File: config.mk
export PLATFORM = sky130hd
export DESIGN_NAME = bls_sequencer
export DESIGN_NICKNAME = d
export VERILOG_FILES = /design/src/bls_tick_gen.v /design/src/bls_lamp.v /design/src/bls_sequencer.v
export VERILOG_INCLUDE_DIRS = /design/src
export SDC_FILE = /design/constraint.sdc
export NUM_CORES = 1
export LEC_CHECK = 0
export ABC_AREA = 1
export BUFFER_PORTS_ARGS = -buffer_cell sky130_fd_sc_hd__buf_2
export CAP_MARGIN = 0
export CORE_MARGIN = 2
export CORE_UTILIZATION = 29
export CTS_CLUSTER_DIAMETER = 150
export CTS_CLUSTER_SIZE = 20
export DETAILED_ROUTE_END_ITERATION = 12
export GPL_TIMING_DRIVEN = 0
export PLACE_DENSITY_LB_ADDON = 0.08
export SYNTH_ARGS = -nofsm -noshare
export SYNTH_HDL_FRONTEND = slang
export SYNTH_SLANG_ARGS = --single-unit
File: constraint.sdc
create_clock -name clk_sys_i -period 2 [get_ports clk_sys_i]
set_input_delay 0.1 -clock clk_sys_i [delete_from_list [all_inputs] [get_ports clk_sys_i]]
set_output_delay 0.1 -clock clk_sys_i [all_outputs]
set_load 0.01 [all_outputs]
File: src/bls_consts.vh
// Timing constants and codes for the burner lockout sequencer
`ifndef BLS_CONSTS_VH
`define BLS_CONSTS_VH

// Clock rate and timebase tick (10 ms tick)
`define BLS_CLK_HZ 200000000
`define BLS_TICK_MS 10
`define BLS_TICK_CYC ((`BLS_CLK_HZ / 1000) * `BLS_TICK_MS)

// Sequence intervals in milliseconds
`define BLS_FAN_CHECK_MS 2500
`define BLS_QUICK_RETRY_MS 10000
`define BLS_AIR_WAIT_MS 60000
`define BLS_PREPURGE_MS 24000
`define BLS_STRAY_MS 5000
`define BLS_SAFETY_MS 3000
`define BLS_RESET_HOLD_MS 3000
`define BLS_LAMP_LIT_MS 10000
`define BLS_FLASH_ON_MS 300
`define BLS_FLASH_OFF_MS 300

// Intervals in timebase ticks
`define BLS_FAN_CHECK_T (`BLS_FAN_CHECK_MS / `BLS_TICK_MS)
`define BLS_QUICK_RETRY_T (`BLS_QUICK_RETRY_MS / `BLS_TICK_MS)
`define BLS_AIR_WAIT_T (`BLS_AIR_WAIT_MS / `BLS_TICK_MS)
`define BLS_PREPURGE_T (`BLS_PREPURGE_MS / `BLS_TICK_MS)
`define BLS_STRAY_T (`BLS_STRAY_MS / `BLS_TICK_MS)
`define BLS_SAFETY_T (`BLS_SAFETY_MS / `BLS_TICK_MS)
`define BLS_RESET_HOLD_T (`BLS_RESET_HOLD_MS / `BLS_TICK_MS)
`define BLS_LAMP_LIT_T (`BLS_LAMP_LIT_MS / `BLS_TICK_MS)
`define BLS_FLASH_ON_T (`BLS_FLASH_ON_MS / `BLS_TICK_MS)
`define BLS_FLASH_OFF_T (`BLS_FLASH_OFF_MS / `BLS_TICK_MS)

// Lockout cause codes, also the flash count shown in the dark phase
`define BLS_CAUSE_NONE 3'h0
`define BLS_CAUSE_SAFETY 3'h1
`define BLS_CAUSE_STRAY 3'h2
`define BLS_CAUSE_AIR_CLOSED 3'h3
`define BLS_CAUSE_AIR_TIMEOUT 3'h4
`define BLS_CAUSE_AIR_OPENED 3'h5
`define BLS_CAUSE_FLAME_LOSS 3'h6
`define BLS_CAUSE_MANUAL 3'h7

`endif

File: src/bls_tick_gen.v
// Timebase tick divider for the burner lockout sequencer
`timescale 1ns/10ps
`include "bls_consts.vh"
module bls_tick_gen #(
  parameter TICK_CYC = `BLS_TICK_CYC
) (
  input wire clk_sys_i,
  input wire reset_i,
  output reg tick_o
);
  reg [31:0] div_r;

  always @(posedge clk_sys_i) begin
    if (reset_i) begin
      div_r <= 32'h0;
      tick_o <= 1'b0;
    end else if (div_r >= TICK_CYC - 1) begin
      div_r <= 32'h0;
      tick_o <= 1'b1;
    end else begin
      div_r <= div_r + 32'h1;
      tick_o <= 1'b0;
    end
  end
endmodule

File: src/bls_lamp.v
// Lockout indicator: lit, broken every period by a flash code of the cause
`timescale 1ns/10ps
`include "bls_consts.vh"
module bls_lamp #(
  parameter LIT_T = `BLS_LAMP_LIT_T,
  parameter ON_T = `BLS_FLASH_ON_T,
  parameter OFF_T = `BLS_FLASH_OFF_T
) (
  input wire clk_sys_i,
  input wire reset_i,
  input wire tick_i,
  input wire locked_i,
  input wire [2:0] cause_i,
  output reg lamp_o
);
  reg [15:0] cnt_r;
  reg [3:0] pulse_r;
  reg dark_r;
  reg phase_on_r;

  always @(posedge clk_sys_i) begin
    if (reset_i || !locked_i) begin
      cnt_r <= 16'h0;
      pulse_r <= 4'h0;
      dark_r <= 1'b0;
      phase_on_r <= 1'b0;
      lamp_o <= 1'b0;
    end else if (tick_i) begin
      cnt_r <= cnt_r + 16'h1;
      if (!dark_r) begin
        lamp_o <= 1'b1;
        if (cnt_r >= LIT_T - 1) begin
          // Open with a dark gap, then one short light per cause step
          dark_r <= 1'b1;
          cnt_r <= 16'h0;
          pulse_r <= 4'h0;
          phase_on_r <= 1'b0;
          lamp_o <= 1'b0;
        end
      end else if (!phase_on_r) begin
        lamp_o <= 1'b0;
        if (cnt_r >= OFF_T - 1) begin
          cnt_r <= 16'h0;
          if (pulse_r == {1'b0, cause_i}) begin
            dark_r <= 1'b0;
            lamp_o <= 1'b1;
          end else begin
            phase_on_r <= 1'b1;
            lamp_o <= 1'b1;
          end
        end
      end else if (cnt_r >= ON_T - 1) begin
        cnt_r <= 16'h0;
        phase_on_r <= 1'b0;
        pulse_r <= pulse_r + 4'h1;
        lamp_o <= 1'b0;
      end
    end
  end
endmodule

File: src/bls_sequencer.v
// Burner start, supervision and lockout sequencer
//
// Summary of operation
// - No flame by safety end gives lockout
// - Flame loss while running gives lockout
// - Air contact opening in purge/run locks out
// - Air closed before start: fan, quick lockout
// - Quick lockout self-clears after ten seconds, retries
// - Lockout holds until local or remote reset
// - Power cycle keeps lockout, fan then relock
// - Air not closed in sixty seconds locks
// - Flame or open air at purge end locks
// - Remote terminal held active blocks start
// - Remote terminal equals built-in reset button
// - Reset held over three seconds forces lockout on release in air wait to run
// - Lockout lamp lit, periodic cause flash code
// - Stray light checked in window ending purge
`timescale 1ns/10ps
`include "bls_consts.vh"
module bls_sequencer #(
  parameter TICK_CYC = `BLS_TICK_CYC,
  parameter FAN_CHECK_T = `BLS_FAN_CHECK_T,
  parameter QUICK_RETRY_T = `BLS_QUICK_RETRY_T,
  parameter AIR_WAIT_T = `BLS_AIR_WAIT_T,
  parameter PREPURGE_T = `BLS_PREPURGE_T,
  parameter STRAY_T = `BLS_STRAY_T,
  parameter SAFETY_T = `BLS_SAFETY_T,
  parameter RESET_HOLD_T = `BLS_RESET_HOLD_T,
  parameter LAMP_LIT_T = `BLS_LAMP_LIT_T
) (
  input wire clk_sys_i,
  input wire reset_i,
  input wire heat_demand_i,
  input wire air_flow_proving_contact_i,
  input wire flame_i,
  input wire local_reset_i,
  input wire remote_reset_i,
  input wire [2:0] nv_cause_i,
  input wire nv_valid_i,
  output reg fan_o,
  output reg ignition_o,
  output reg fuel_valve_o,
  output reg locked_o,
  output reg alarm_o,
  output reg [2:0] cause_o,
  output reg nv_write_o,
  output reg [2:0] nv_data_o,
  output wire lamp_o
);

  // ==========================================================
  // States
  localparam ST_INIT = 4'h0;
  localparam ST_IDLE = 4'h1;
  localparam ST_FAN_CHECK = 4'h2;
  localparam ST_QUICK_LOCK = 4'h3;
  localparam ST_AIR_WAIT = 4'h4;
  localparam ST_PREPURGE = 4'h5;
  localparam ST_SAFETY = 4'h6;
  localparam ST_RUN = 4'h7;
  localparam ST_LOCKOUT = 4'h8;
  localparam ST_RELOCK_FAN = 4'h9;

  // ==========================================================
  // Timebase
  wire tick;

  bls_tick_gen #(
    .TICK_CYC(TICK_CYC)
  ) u_tick (
    .clk_sys_i(clk_sys_i),
    .reset_i(reset_i),
    .tick_o(tick)
  );

  reg [3:0] state_r;
  reg [3:0] state_nxt;
  reg [15:0] tmr_r;
  reg [15:0] hold_r;
  reg retry_r;
  reg retry_nxt;
  reg [2:0] cause_nxt;
  reg btn_prev_r;
  reg rst_prev_r;
  reg hold_long_r;
  reg manual_stop_r;

  wire btn = local_reset_i | remote_reset_i;
  wire btn_rel = btn_prev_r & ~btn;
  wire active = (state_r == ST_AIR_WAIT) || (state_r == ST_PREPURGE) ||
                (state_r == ST_SAFETY) || (state_r == ST_RUN);
  wire state_chg = (state_nxt != state_r);

  // ==========================================================
  // Reset button: press-release clears lockout, long press stops burner
  always @(posedge clk_sys_i) begin
    if (reset_i) begin
      btn_prev_r <= 1'b0;
      hold_r <= 16'h0;
      hold_long_r <= 1'b0;
      manual_stop_r <= 1'b0;
      rst_prev_r <= 1'b0;
    end else begin
      btn_prev_r <= btn;
      rst_prev_r <= remote_reset_i;
      if (!btn) begin
        hold_r <= 16'h0;
      end else if (tick && hold_r < RESET_HOLD_T) begin
        hold_r <= hold_r + 16'h1;
      end
      if (btn && hold_r >= RESET_HOLD_T) begin
        hold_long_r <= 1'b1;
      end else if (!btn) begin
        hold_long_r <= 1'b0;
      end
      manual_stop_r <= btn_rel & hold_long_r & active;
    end
  end

  // ==========================================================
  // Sequence timer, restarted on every state change
  always @(posedge clk_sys_i) begin
    if (reset_i || state_chg) begin
      tmr_r <= 16'h0;
    end else if (tick && tmr_r != 16'hffff) begin
      tmr_r <= tmr_r + 16'h1;
    end
  end

  // ==========================================================
  // Next state
  always @* begin
    state_nxt = state_r;
    cause_nxt = cause_o;
    retry_nxt = retry_r;
    case (state_r)
      ST_INIT: begin
        // Wait for the stored cause before any decision
        if (nv_valid_i) begin
          cause_nxt = nv_cause_i;
          if (nv_cause_i != `BLS_CAUSE_NONE) begin
            state_nxt = ST_RELOCK_FAN;
          end else begin
            state_nxt = ST_IDLE;
          end
        end
      end
      ST_IDLE: begin
        // A permanently active remote terminal keeps the burner off
        if (heat_demand_i && !remote_reset_i) begin
          if (air_flow_proving_contact_i) begin
            state_nxt = ST_FAN_CHECK;
          end else begin
            state_nxt = ST_AIR_WAIT;
          end
        end
      end
      ST_FAN_CHECK: begin
        if (tmr_r >= FAN_CHECK_T) begin
          if (retry_r) begin
            state_nxt = ST_LOCKOUT;
            cause_nxt = `BLS_CAUSE_AIR_CLOSED;
            retry_nxt = 1'b0;
          end else begin
            state_nxt = ST_QUICK_LOCK;
          end
        end
      end
      ST_QUICK_LOCK: begin
        if (tmr_r >= QUICK_RETRY_T) begin
          retry_nxt = 1'b1;
          if (air_flow_proving_contact_i) begin
            state_nxt = ST_FAN_CHECK;
          end else begin
            state_nxt = ST_AIR_WAIT;
          end
        end
      end
      ST_AIR_WAIT: begin
        retry_nxt = 1'b0;
        if (air_flow_proving_contact_i) begin
          state_nxt = ST_PREPURGE;
        end else if (tmr_r >= AIR_WAIT_T) begin
          state_nxt = ST_LOCKOUT;
          cause_nxt = `BLS_CAUSE_AIR_TIMEOUT;
        end
      end
      ST_PREPURGE: begin
        if (!air_flow_proving_contact_i) begin
          state_nxt = ST_LOCKOUT;
          cause_nxt = `BLS_CAUSE_AIR_OPENED;
        end else if (flame_i && tmr_r >= PREPURGE_T - STRAY_T) begin
          state_nxt = ST_LOCKOUT;
          cause_nxt = `BLS_CAUSE_STRAY;
        end else if (tmr_r >= PREPURGE_T) begin
          state_nxt = ST_SAFETY;
        end
      end
      ST_SAFETY: begin
        if (!air_flow_proving_contact_i) begin
          state_nxt = ST_LOCKOUT;
          cause_nxt = `BLS_CAUSE_AIR_OPENED;
        end else if (tmr_r >= SAFETY_T) begin
          if (flame_i) begin
            state_nxt = ST_RUN;
          end else begin
            state_nxt = ST_LOCKOUT;
            cause_nxt = `BLS_CAUSE_SAFETY;
          end
        end
      end
      ST_RUN: begin
        if (!air_flow_proving_contact_i) begin
          state_nxt = ST_LOCKOUT;
          cause_nxt = `BLS_CAUSE_AIR_OPENED;
        end else if (!flame_i) begin
          state_nxt = ST_LOCKOUT;
          cause_nxt = `BLS_CAUSE_FLAME_LOSS;
        end else if (!heat_demand_i) begin
          state_nxt = ST_IDLE;
        end
      end
      ST_LOCKOUT: begin
        // Only a fresh press clears it; power loss does not
        if (btn_rel && !hold_long_r) begin
          state_nxt = ST_IDLE;
          cause_nxt = `BLS_CAUSE_NONE;
        end
      end
      ST_RELOCK_FAN: begin
        if (tmr_r >= FAN_CHECK_T) begin
          state_nxt = ST_LOCKOUT;
        end
      end
      default: begin
        state_nxt = ST_LOCKOUT;
        cause_nxt = `BLS_CAUSE_MANUAL;
      end
    endcase
    if (manual_stop_r && active) begin
      state_nxt = ST_LOCKOUT;
      cause_nxt = `BLS_CAUSE_MANUAL;
    end
    if ((state_r == ST_AIR_WAIT || state_r == ST_PREPURGE) && !heat_demand_i &&
        state_nxt == state_r) begin
      state_nxt = ST_IDLE;
    end
  end

  // ==========================================================
  // State, outputs and non-volatile write
  always @(posedge clk_sys_i) begin
    if (reset_i) begin
      state_r <= ST_INIT;
      retry_r <= 1'b0;
      cause_o <= `BLS_CAUSE_NONE;
      fan_o <= 1'b0;
      ignition_o <= 1'b0;
      fuel_valve_o <= 1'b0;
      locked_o <= 1'b0;
      alarm_o <= 1'b0;
      nv_write_o <= 1'b0;
      nv_data_o <= `BLS_CAUSE_NONE;
    end else begin
      state_r <= state_nxt;
      retry_r <= retry_nxt;
      cause_o <= cause_nxt;
      // Cause is written whenever it changes so it survives power loss
      nv_write_o <= (cause_nxt != cause_o);
      nv_data_o <= cause_nxt;
      fan_o <= (state_nxt == ST_FAN_CHECK) || (state_nxt == ST_RELOCK_FAN) ||
               (state_nxt == ST_AIR_WAIT) || (state_nxt == ST_PREPURGE) ||
               (state_nxt == ST_SAFETY) || (state_nxt == ST_RUN);
      ignition_o <= (state_nxt == ST_SAFETY);
      fuel_valve_o <= (state_nxt == ST_SAFETY) || (state_nxt == ST_RUN);
      locked_o <= (state_nxt == ST_LOCKOUT);
      alarm_o <= (state_nxt == ST_LOCKOUT) || (state_nxt == ST_QUICK_LOCK);
    end
  end

  // ==========================================================
  // Indicator
  bls_lamp #(
    .LIT_T(LAMP_LIT_T),
    .ON_T(`BLS_FLASH_ON_T),
    .OFF_T(`BLS_FLASH_OFF_T)
  ) u_lamp (
    .clk_sys_i(clk_sys_i),
    .reset_i(reset_i),
    .tick_i(tick),
    .locked_i(locked_o),
    .cause_i(cause_o),
    .lamp_o(lamp_o)
  );

endmodule

==> results of run 1 <==
tightest hold or removal path, stage by stage:
cell	delay, ns
buf_2	0.08
nor2_1	0.06
nand3_1	0.08
nor3_1	0.04
power groups by stage:
| stage | registers (W) | logic (W) | clock network (W) |
|---|---|---|---|
| final | 0.00226 | 0.00129 | 0.00187 |
| after global routing | 0.00227 | 0.00141 | 0.00203 |
| after CTS | 0.00226 | 0.00109 | 0.00196 |
| after detailed placement | 0.00230 | 0.000859 | 0 |
| after global placement | 0.00230 | 0.000860 | 0 |
| after floorplan | 0.00230 | 0.000597 | 0 |
repair_timing:
item | CTS | global route
pin swaps | 19 | 39
gates resized for setup | 109 | 92
setup buffers | 23 | 25
gates cloned | 1 | 0
endpoints found under the setup margin | 50 | 58
sequential cells by signal (all words and copies together) (netlist names):
register           count
alarm_o                1
btn_prev_r             1
fan_o                  1
fuel_valve_o           1
hold_long_r            1
hold_r                16
ignition_o             1
locked_o               1
manual_stop_r          1
nv_data_o              3
nv_write_o             1
retry_r                1
state_r                4
tmr_r                 16
u_lamp.cnt_r          16
u_lamp.dark_r          1
u_lamp.lamp_o          1
u_lamp.phase_on_r      1
u_lamp.pulse_r         4
u_tick.div_r          32
u_tick.tick_o          1
synthesized netlist by cell type, types with 2 or more instances:
master	instances	area [um2]
a211oi_1	2	15.0
a21oi_1	34	170
buf_2	3	15.0
buf_4	3	22.5
clkbuf_1	4	15.0
dfxtp_1	105	2100
ha_1	9	113
inv_1	113	424
inv_2	7	26.3
nand2_1	167	627
nand2_2	3	18.8
nand2_4	2	22.5
nand3_1	49	245
nand3_2	4	40.0
nand3b_1	3	22.5
nand4_1	16	100
nor2_1	122	458
nor2_2	21	131
nor3_1	20	100
nor3b_1	4	30.0
nor4_1	8	50.1
o211ai_1	4	30.0
o21a_1	2	15.0
o21ai_0	30	150
o21bai_1	2	15.0
o31ai_1	2	15.0
or2_2	5	31.3
xnor2_1	5	43.8
xor2_1	22	193
cell families (layout without fill, tap and decap cells):
kind of cell,after synthesis,after routing,share of synthesized area (%)
buffers and inverters,133,218,9.75
and+or+nand+nor,427,427,35.4
xor gates and xnor gates,27,27,4.42
DFF,105,105,39.3
AOI/OAI and AO/OA,85,85,8.95
adders and majority gates,9,9,2.10
other,1,11,0.0701
layout by cell type, fill, tap and decap left out, types with 22 or more instances in the layout:
cell type,n
nand3_1,38
nand2_1,135
buf_2,23
nor2_2,26
buf_4,49
a21oi_1,34
nand2_2,29
dfxtp_1,82
xor2_1,22
o21ai_0,25
nor2_4,29
nor2_1,88
inv_1,109
worst max path at each step:
stage / from / end / slack (ns) / depth (start not counted)
2_1_floorplan: tmr_r[11] / tmr_r[12] / 0.007 / 16
3_3_place_gp: state_r[3] / tmr_r[12] / -0.62 / 17
3_5_place_dp: state_r[3] / tmr_r[9] / -0.62 / 17
4_1_cts: tmr_r[4] / tmr_r[7] / -0.19 / 15
5_1_grt: tmr_r[10] / tmr_r[6] / -0.34 / 17
6_report: tmr_r[10] / tmr_r[7] / -0.19 / 17
metal layers:
metal / vias to the layer above / wire [um] / global-route usage, %
met1: 2377 / 6560 / 18.4
li1: 2669 / - / -
met2: 86 / 6450 / 23.8
met4: 0 / 298 / 3.89
met3: 22 / 473 / 3.13
met5: - / 0 / 0
layout make-up:
class | instances | share of cell area (%)
repair buffers | 72 | 7.22
clock inverters | 4 | 0.825
clock buffers | 11 | 3.55
inverters | 121 | 6.69
flip-flops and latches | 105 | 30.3
plain buffers | 10 | 0.983
well taps | 229 | 4.02
multi-input cells | 559 | 46.4
stage by stage:
stage | instances | setup TNS (ns) | total power (W) | cell area [um2] | setup slack, ns
after floorplan | 797 | 0 | 0.00289 | 5390 | 0.00736
after global placement | 1049 | -14.73 | 0.00316 | 5790 | -0.619
after detailed placement | 1049 | -15.38 | 0.00316 | 5790 | -0.615
after CTS | 1087 | -3.09 | 0.00531 | 6620 | -0.190
after global routing | 1111 | -9.37 | 0.00570 | 7130 | -0.339
final | 1111 | -3.23 | 0.00541 | 7130 | -0.191
==> results.py, run 1 <==
metrics = {
    "route": {
        "dr.pass1.iters": 4,
        "routed_wl_um": 13800,
        "num_vias": 5154,
        "via_per_inst": 4.64,
        "wl_per_cell_um": 12.4,
        "first_iter_violations": 184,
        "drtAntennaViolNets": 0,
        "drc_errors": 0,
    },
    "min_path": {
        "hp-start": "local_reset_i",
        "min_path_cells": 4,
        "min_to": "manual_stop_r",
        "hp-class": "in -> reg",
    },
    "critical_path": {
        "r2r_start": "tmr_r[10]",
        "timing.critical_path.buf_inv": 1,
        "reg2reg_to": "tmr_r[7]",
        "critPathLaunchType": "register",
        "crit_type": "reg -> reg",
        "arrival_ns": 2.48,
        "worstPathRequired_ns": 2.28,
        "path_max_fanout": 5,
        "reg2reg_slack_ns": -0.19,
        "reg2reg_depth": 17,
        "path_common_cell": "nand2_2",
        "endpoint_kind": "register",
        "worstPathCellList": "nand2_2 -> nor2_2 -> nand3_1 -> nand2_1 -> nand2_2 -> nand2_1 -> nand3_2 -> nand2_2 -> nand2_4 -> nand2_2 -> nand2_2 -> nand2_1 -> nor2_4 -> nor2_4 -> nand3_4 -> buf_12 -> nor2_2",
        "slowest_delay_ns": 0.39,
        "critPathTopFamily": "simple AND/OR/NAND/NOR gates",
        "critical_path.slowest_cell": "dfxtp_4",
    },
    "logic_synthesis": {
        "synth_edf_count": 0,
        "syn-cell-area_um2": 5350,
        "syn_area_per_cell_um2": 6.80,
        "ys_seq_area_share_pct": 39.3,
        "synthDistinctLibCells": 45,
        "synth_ff_type": "dfxtp_1",
        "synth_warnings": 0,
        "ys_async_sr_fraction_pct": 0,
        "ys_ff_latch": 105,
        "syn_inst": 787,
    },
    "clocking": {
        "ctsHtreeMaxLevel": 3,
        "clock_latency_ns": 0.35,
        "root_buffer": "clkbuf_16",
        "numCtsBuffers": 9,
        "clock_path_buffers": 2,
        "cts_tree": "built",
        "clk_pin_slew_ns": 0.07,
        "clkSinkCount": 105,
        "cts_hold_buf": 0,
    },
    "grt": {
        "overflow": 0,
        "grt_pass1_wl_um": 22600,
        "antenna_found_initial": 0,
        "grt_pass1_vias": 4747,
        "grt_usage_pct": 14.2,
        "grt_start_max_net_pins": 18,
    },
    "timing": {
        "finalCriticalPeriod_ns": 2.19,
        "max-slew-margin-rel_pct": 56.2,
        "fin_worst_skew_ns": 0.00673,
        "timing.fmax_mhz": 457,
        "setup_slack_ns": -0.191,
        "min_period_over_period_pct": 110,
        "hold_slack_ns": 0.0593,
        "setup_viol": 20,
        "hold_viol": 0,
        "rsz0062_at_grt": "true",
        "finalMaxSlewViolations": 0,
        "tightestPinTransition_ns": 0.655,
    },
    "power_and_ir_drop": {
        "pwr-share-seq_pct": 41.7,
        "p_leak_nw": 2.95,
        "p_clk_share_pct": 34.5,
        "switching_share_pct": 30.6,
        "p_comb_share_pct": 23.8,
        "power.internal_w": 0.00375,
        "p_sw_w": 0.00166,
        "pwr_density_cell_nw_per_um2": 759,
        "ir_worst_vdd_mv": 0.421,
    },
    "die": {
        "die_area_um2": 19600,
        "core_um2": 18000,
        "dieHeight_um": 140,
        "start_util_pct": 29.7,
        "rows": 49,
        "die_x_um": 140,
        "io_pins": 24,
    },
    "layout": {
        "final_core_util_pct": 39.5,
        "fin_nets": 898,
        "drive_above_1_share_pct": 28.9,
        "fillers": 1942,
        "antennaDiodeCount": 0,
        "multi_input_area_um2": 3310,
        "syn2layout_area_growth_pct": 33.2,
        "ff_latch_area_um2": 2160,
    },
    "place": {
        "numPortBuffers": 23,
        "place_hpwl_um": 9820,
        "place.gp.congestion": 0.912,
    },
    "status": {
        "outcome": "finished with violations",
        "violations": "negative setup slack",
    },
    "job": {
        "cap_violations": 0,
    },
}
(Power assumes the default switching activity.)
==> run 2: changes to the inputs <==
--- a/config.mk
+++ b/config.mk
@@ -15,7 +15,6 @@
 export CTS_CLUSTER_SIZE = 20
 export DETAILED_ROUTE_END_ITERATION = 12
 export GPL_TIMING_DRIVEN = 0
-export PLACE_DENSITY_LB_ADDON = 0.08
 export SYNTH_ARGS = -nofsm -noshare
 export SYNTH_HDL_FRONTEND = slang
 export SYNTH_SLANG_ARGS = --single-unit
==> run 2 against run 1 <==
Against the previous run: the flow still finishes with violations (negative setup slack); global-route usage is 0.89 points lower; worst setup slack gained 0.0096 ns; fmax up 0.44%; sequential cell count unchanged; sequential power hardly changed; largest cell class unchanged.
==> results.py, run 2 (synthesized netlist as in run 1, its figures left out) <==
metrics = {
    "timing": {
        "tightestPinTransition_ns": 0.755,
        "setup_viol": 19,
        "rsz0062_at_grt": "true",
        "fin_worst_skew_ns": 0.00993,
        "min_period_over_period_pct": 109,
        "timing.fmax_mhz": 459,
        "setup_slack_ns": -0.181,
        "hold_slack_ns": 0.0655,
        "finalCriticalPeriod_ns": 2.18,
        "hold_viol": 0,
        "finalMaxSlewViolations": 0,
        "max-slew-margin-rel_pct": 49.7,
    },
    "route": {
        "dr.pass1.iters": 5,
        "num_vias": 5120,
        "drtAntennaViolNets": 0,
        "via_per_inst": 4.62,
        "first_iter_violations": 298,
        "drc_errors": 0,
        "wl_per_cell_um": 11.8,
        "routed_wl_um": 13100,
    },
    "critical_path": {
        "arrival_ns": 2.41,
        "critPathLaunchType": "register",
        "endpoint_kind": "register",
        "crit_type": "reg -> reg",
        "reg2reg_slack_ns": -0.18,
        "path_max_fanout": 5,
        "r2r_start": "state_r[3]",
        "reg2reg_depth": 14,
        "reg2reg_to": "tmr_r[1]",
        "worstPathRequired_ns": 2.23,
    },
    "job": {
        "cap_violations": 0,
    },
    "clocking": {
        "clock_path_buffers": 2,
        "clkSinkCount": 105,
        "root_buffer": "clkbuf_16",
        "numCtsBuffers": 9,
        "clock_latency_ns": 0.35,
        "cts_hold_buf": 0,
        "clk_pin_slew_ns": 0.07,
        "cts_tree": "built",
        "ctsHtreeMaxLevel": 3,
    },
    "min_path": {
        "min_to": "manual_stop_r",
        "hp-class": "in -> reg",
        "hp-start": "local_reset_i",
        "min_path_cells": 4,
    },
    "layout": {
        "most-common-layout-cells": "nand2_1 (134), inv_1 (108), nor2_1 (88)",
        "fin_nets": 895,
        "fillers": 1874,
        "final_common_cell": "nand2_1",
        "antennaDiodeCount": 0,
        "drive_above_1_share_pct": 28.2,
        "syn2layout_area_growth_pct": 31.6,
        "largest_reg_flops": 32,
        "final_core_util_pct": 39.1,
        "top_register": "u_tick.div_r",
        "postLayoutCellArea_um2": 7040,
    },
    "power_and_ir_drop": {
        "ir_worst_vdd_mv": 0.379,
        "power_w": 0.00520,
        "p_leak_nw": 2.94,
        "pwr_density_cell_nw_per_um2": 738,
    },
    "grt": {
        "antenna_found_initial": 0,
        "grt_busiest_layer": "met2",
        "grt_pass1_wl_um": 21400,
        "grtUsageMet3_pct": 2.72,
        "grt_pass1_vias": 4667,
        "grt_usage_pct": 13.3,
        "met1_usage_pct": 16.9,
        "grt_start_max_net_pins": 17,
        "use_met2_pct": 21.2,
        "overflow": 0,
    },
    "place": {
        "numPortBuffers": 23,
        "place_hpwl_um": 8810,
        "placed_cell_area_um2": 5790,
        "place.gp.congestion": 0.872,
    },
    "die": {
        "dieHeight_um": 140,
        "start_util_pct": 29.7,
        "core_um2": 18000,
        "die_area_um2": 19600,
        "io_pins": 24,
        "die_x_um": 140,
        "rows": 49,
    },
    "status": {
        "violations": "negative setup slack",
        "outcome": "finished with violations",
    },
}
==> run 2: layout make-up <==
class	instances	area, um2	area share, %
plain buffers	10	72.6	1.03
clock buffers	12	256	3.64
flip-flops and latches	105	2170	30.8
well taps	229	287	4.07
repair buffers	69	492	6.98
clock inverters	4	26.3	0.373
multi-input cells	559	3270	46.4
inverters	121	475	6.75
==> run 2: how the worst max path moves through the flow <==
stage / depth (start not counted) / slack [ns] / to / start
CTS: 18 / -0.13 / tmr_r[2] / tmr_r[4]
detailed placement: 17 / -0.39 / tmr_r[9] / state_r[3]
finish: 14 / -0.18 / tmr_r[1] / state_r[3]
floorplan: 16 / 0.007 / tmr_r[12] / tmr_r[11]
global placement: 17 / -0.39 / tmr_r[12] / state_r[3]
global route: 14 / -0.31 / tmr_r[1] / state_r[3]
==> run 2: routing by layer <==
| layer | vias up | share of wire, % |
|---|---|---|
| met1 | 2329 | 46 |
| li1 | 2665 | - |
| met5 | - | 0 |
| met4 | 0 | 2.9 |
| met3 | 29 | 4.0 |
| met2 | 97 | 47 |
==> run 2: power by group <==
part | switching (W) | internal, W | total, W | leakage, nW
registers | 0.0000877 | 0.00216 | 0.00225 | 0.868
clock network | 0.000777 | 0.000913 | 0.00169 | 0.139
logic | 0.000738 | 0.000522 | 0.00126 | 1.93
total | 0.00160 | 0.00360 | 0.00520 | 2.94
==> run 2: repair_timing <==
action	4_1_cts	5_1_grt
endpoints found under the hold margin	0	0
setup buffers	23	22
cloned	1	0
resized for setup	107	91
pin swaps	24	43
endpoints found under the setup margin	41	53
==> run 2: worst max-delay path, stage by stage, from the launching register on <==
cell     delay [ns]
dfxtp_4        0.38
buf_4          0.15
o21ai_2        0.23
nand3_1        0.11
nor2_1         0.09
nand2_1        0.07
nor2_2         0.15
nand3_2        0.12
nor2_4         0.13
nand2_4        0.08
nor2_4         0.14
nor2_4         0.06
nand3_4        0.16
buf_6          0.16
nor2_4         0.03
==> run 2: per-stage QoR <==
step | TNS [ns] | setup WS [ns] | instances
after global routing | -5.44 | -0.305 | 1109
after detailed placement | -7.74 | -0.388 | 1049
after CTS | -2.56 | -0.132 | 1088
final | -2.82 | -0.181 | 1109
after floorplan | 0 | 0.00736 | 797
after global placement | -7.97 | -0.389 | 1049
==> run 3: changes to the inputs <==
--- a/config.mk
+++ b/config.mk
@@ -15,6 +15,8 @@
 export CTS_CLUSTER_SIZE = 20
 export DETAILED_ROUTE_END_ITERATION = 12
 export GPL_TIMING_DRIVEN = 0
+export PLACE_DENSITY_LB_ADDON = 0.25
+export REMOVE_ABC_BUFFERS = 1
 export SYNTH_ARGS = -nofsm -noshare
 export SYNTH_HDL_FRONTEND = slang
 export SYNTH_SLANG_ARGS = --single-unit
==> run 3 against run 2 <==
Against the previous run: the flow still finishes with violations (negative setup slack); critical endpoint is now tmr_r[8]; via count fell by 2.6%; largest power group unchanged; critical path type unchanged; clock skew rose by 0.0034 ns; sequential cell count is the same.
==> results.py, run 3 (synthesized netlist as in run 1, its figures left out) <==
metrics = {
    "clocking": {
        "clock_path_buffers": 2,
        "cts_tree": "built",
        "clkSinkCount": 105,
        "clock_latency_ns": 0.35,
        "ctsHtreeMaxLevel": 3,
        "root_buffer": "clkbuf_16",
        "numCtsBuffers": 9,
        "cts_hold_buf": 0,
        "clk_pin_slew_ns": 0.08,
    },
    "layout": {
        "antennaDiodeCount": 0,
        "ff_latch_area_um2": 2170,
        "most-common-layout-cells": "nand2_1 (134), inv_1 (105), nor2_1 (89)",
        "multi_input_area_um2": 3320,
        "top_register": "u_tick.div_r",
        "final_common_cell": "nand2_1",
        "final_core_util_pct": 39.6,
        "largest_reg_flops": 32,
        "fin_nets": 891,
        "fillers": 1894,
        "final_cells": 1105,
        "postLayoutCellArea_um2": 7140,
        "syn2layout_area_growth_pct": 33.5,
        "drive_above_1_share_pct": 29.8,
    },
    "critical_path": {
        "endpoint_kind": "register",
        "critPathLaunchType": "register",
        "reg2reg_slack_ns": -0.19,
        "arrival_ns": 2.46,
        "path_max_fanout": 8,
        "worstPathRequired_ns": 2.28,
        "crit_type": "reg -> reg",
    },
    "route": {
        "first_iter_violations": 329,
        "dr.pass1.iters": 4,
        "drtAntennaViolNets": 0,
        "drc_errors": 0,
        "wl_per_cell_um": 11.6,
        "routed_wl_um": 12800,
        "via_per_inst": 4.51,
        "num_vias": 4988,
    },
    "die": {
        "dieHeight_um": 140,
        "io_pins": 24,
        "die_x_um": 140,
        "rows": 49,
        "die_area_um2": 19600,
        "start_util_pct": 29.7,
        "core_um2": 18000,
    },
    "timing": {
        "tightestPinTransition_ns": 0.793,
        "setup_viol": 20,
        "timing.fmax_mhz": 458,
        "hold_viol": 0,
        "finalCriticalPeriod_ns": 2.19,
        "setup_slack_ns": -0.185,
        "fin_worst_skew_ns": 0.0133,
        "hold_slack_ns": 0.0704,
        "min_period_over_period_pct": 109,
        "max-slew-margin-rel_pct": 45.7,
        "finalMaxSlewViolations": 0,
        "rsz0062_at_grt": "true",
    },
    "min_path": {
        "hp-class": "in -> reg",
    },
    "power_and_ir_drop": {
        "pwr_density_cell_nw_per_um2": 766,
        "p_leak_nw": 2.96,
        "power_w": 0.00547,
        "ir_worst_vdd_mv": 0.444,
    },
    "grt": {
        "antenna_found_initial": 0,
        "grt_pass1_vias": 4466,
        "use_met2_pct": 19.7,
        "overflow": 0,
        "met1_usage_pct": 17.2,
        "grt_start_max_net_pins": 20,
        "grt_usage_pct": 12.7,
        "grtUsageMet3_pct": 2.27,
        "grt_busiest_layer": "met2",
        "grt_pass1_wl_um": 20500,
    },
    "place": {
        "place_hpwl_um": 8460,
        "place_inst": 1037,
        "place.gp.congestion": 0.900,
        "placed_cell_area_um2": 5720,
        "numPortBuffers": 23,
    },
    "job": {
        "cap_violations": 0,
    },
    "status": {
        "outcome": "finished with violations",
        "violations": "negative setup slack",
    },
}
==> run 3: cell types whose count changed in the layout (fill, tap and decap cells not counted), sizes merged <==
cell | previous run | this run
bufinv | 0 | 2
clkbuf | 16 | 10
buf | 75 | 74
clkinv | 3 | 4
==> run 3: worst paths after layout <==
path                       from       endpoint  cells after the start
setup reg to reg      tmr_r[14]       tmr_r[8]                     16
hold / removal    local_reset_i  manual_stop_r                      4
hold reg to reg      hold_r[13]     hold_r[13]                      2
setup / recovery      tmr_r[14]       tmr_r[8]                     16
==> run 3: cell type report <==
type / count / share of cell area (%)
clock buffers: 9 / 3.15
flip-flops and latches: 105 / 30.4
well taps: 229 / 4.01
clock inverters: 7 / 1.58
multi-input cells: 559 / 46.4
inverters: 121 / 6.74
repair buffers: 75 / 7.66
==> run 3: critical path, cell delays in order, from the launching register on <==
cell	delay [ns]
dfxtp_4	0.37
nor2_4	0.13
nand2_4	0.11
nor3_4	0.15
nand2_1	0.08
nand2_1	0.10
nor2_2	0.05
nor3_2	0.18
nand2_2	0.10
nand2_1	0.11
nand2_1	0.06
nand2_1	0.08
nand2_2	0.07
nor2_4	0.12
nand3_4	0.12
clkbuf_16	0.20
nor2_2	0.07
==> run 3: layer usage <==
| metal | wire, um | vias up |
|---|---|---|
| met3 | 443 | 18 |
| met2 | 5860 | 78 |
| li1 | - | 2665 |
| met5 | 0 | - |
| met1 | 6210 | 2227 |
| met4 | 262 | 0 |
==> run 3: repair_timing <==
action	in CTS	in global routing
cloned	0	1
setup endpoints to repair	53	57
resized for setup	68	140
pin swaps	9	48
hold endpoints to repair	0	0
setup buffers	12	39
==> run 3: stage by stage <==
stage,setup TNS (ns),worst slack [ns]
floorplan,0,0.0210
global placement,-15.77,-0.586
detailed placement,-14.32,-0.590
CTS,-1.72,-0.117
global route,-5.40,-0.271
finish,-2.79,-0.185
==> run 3: power breakdown <==
| part | total, W | switching [W] | internal [W] |
|---|---|---|---|
| combinational | 0.00123 | 0.000734 | 0.000496 |
| sequential | 0.00225 | 0.0000928 | 0.00216 |
| clock | 0.00199 | 0.000865 | 0.00112 |
| total | 0.00547 | 0.00169 | 0.00378 |
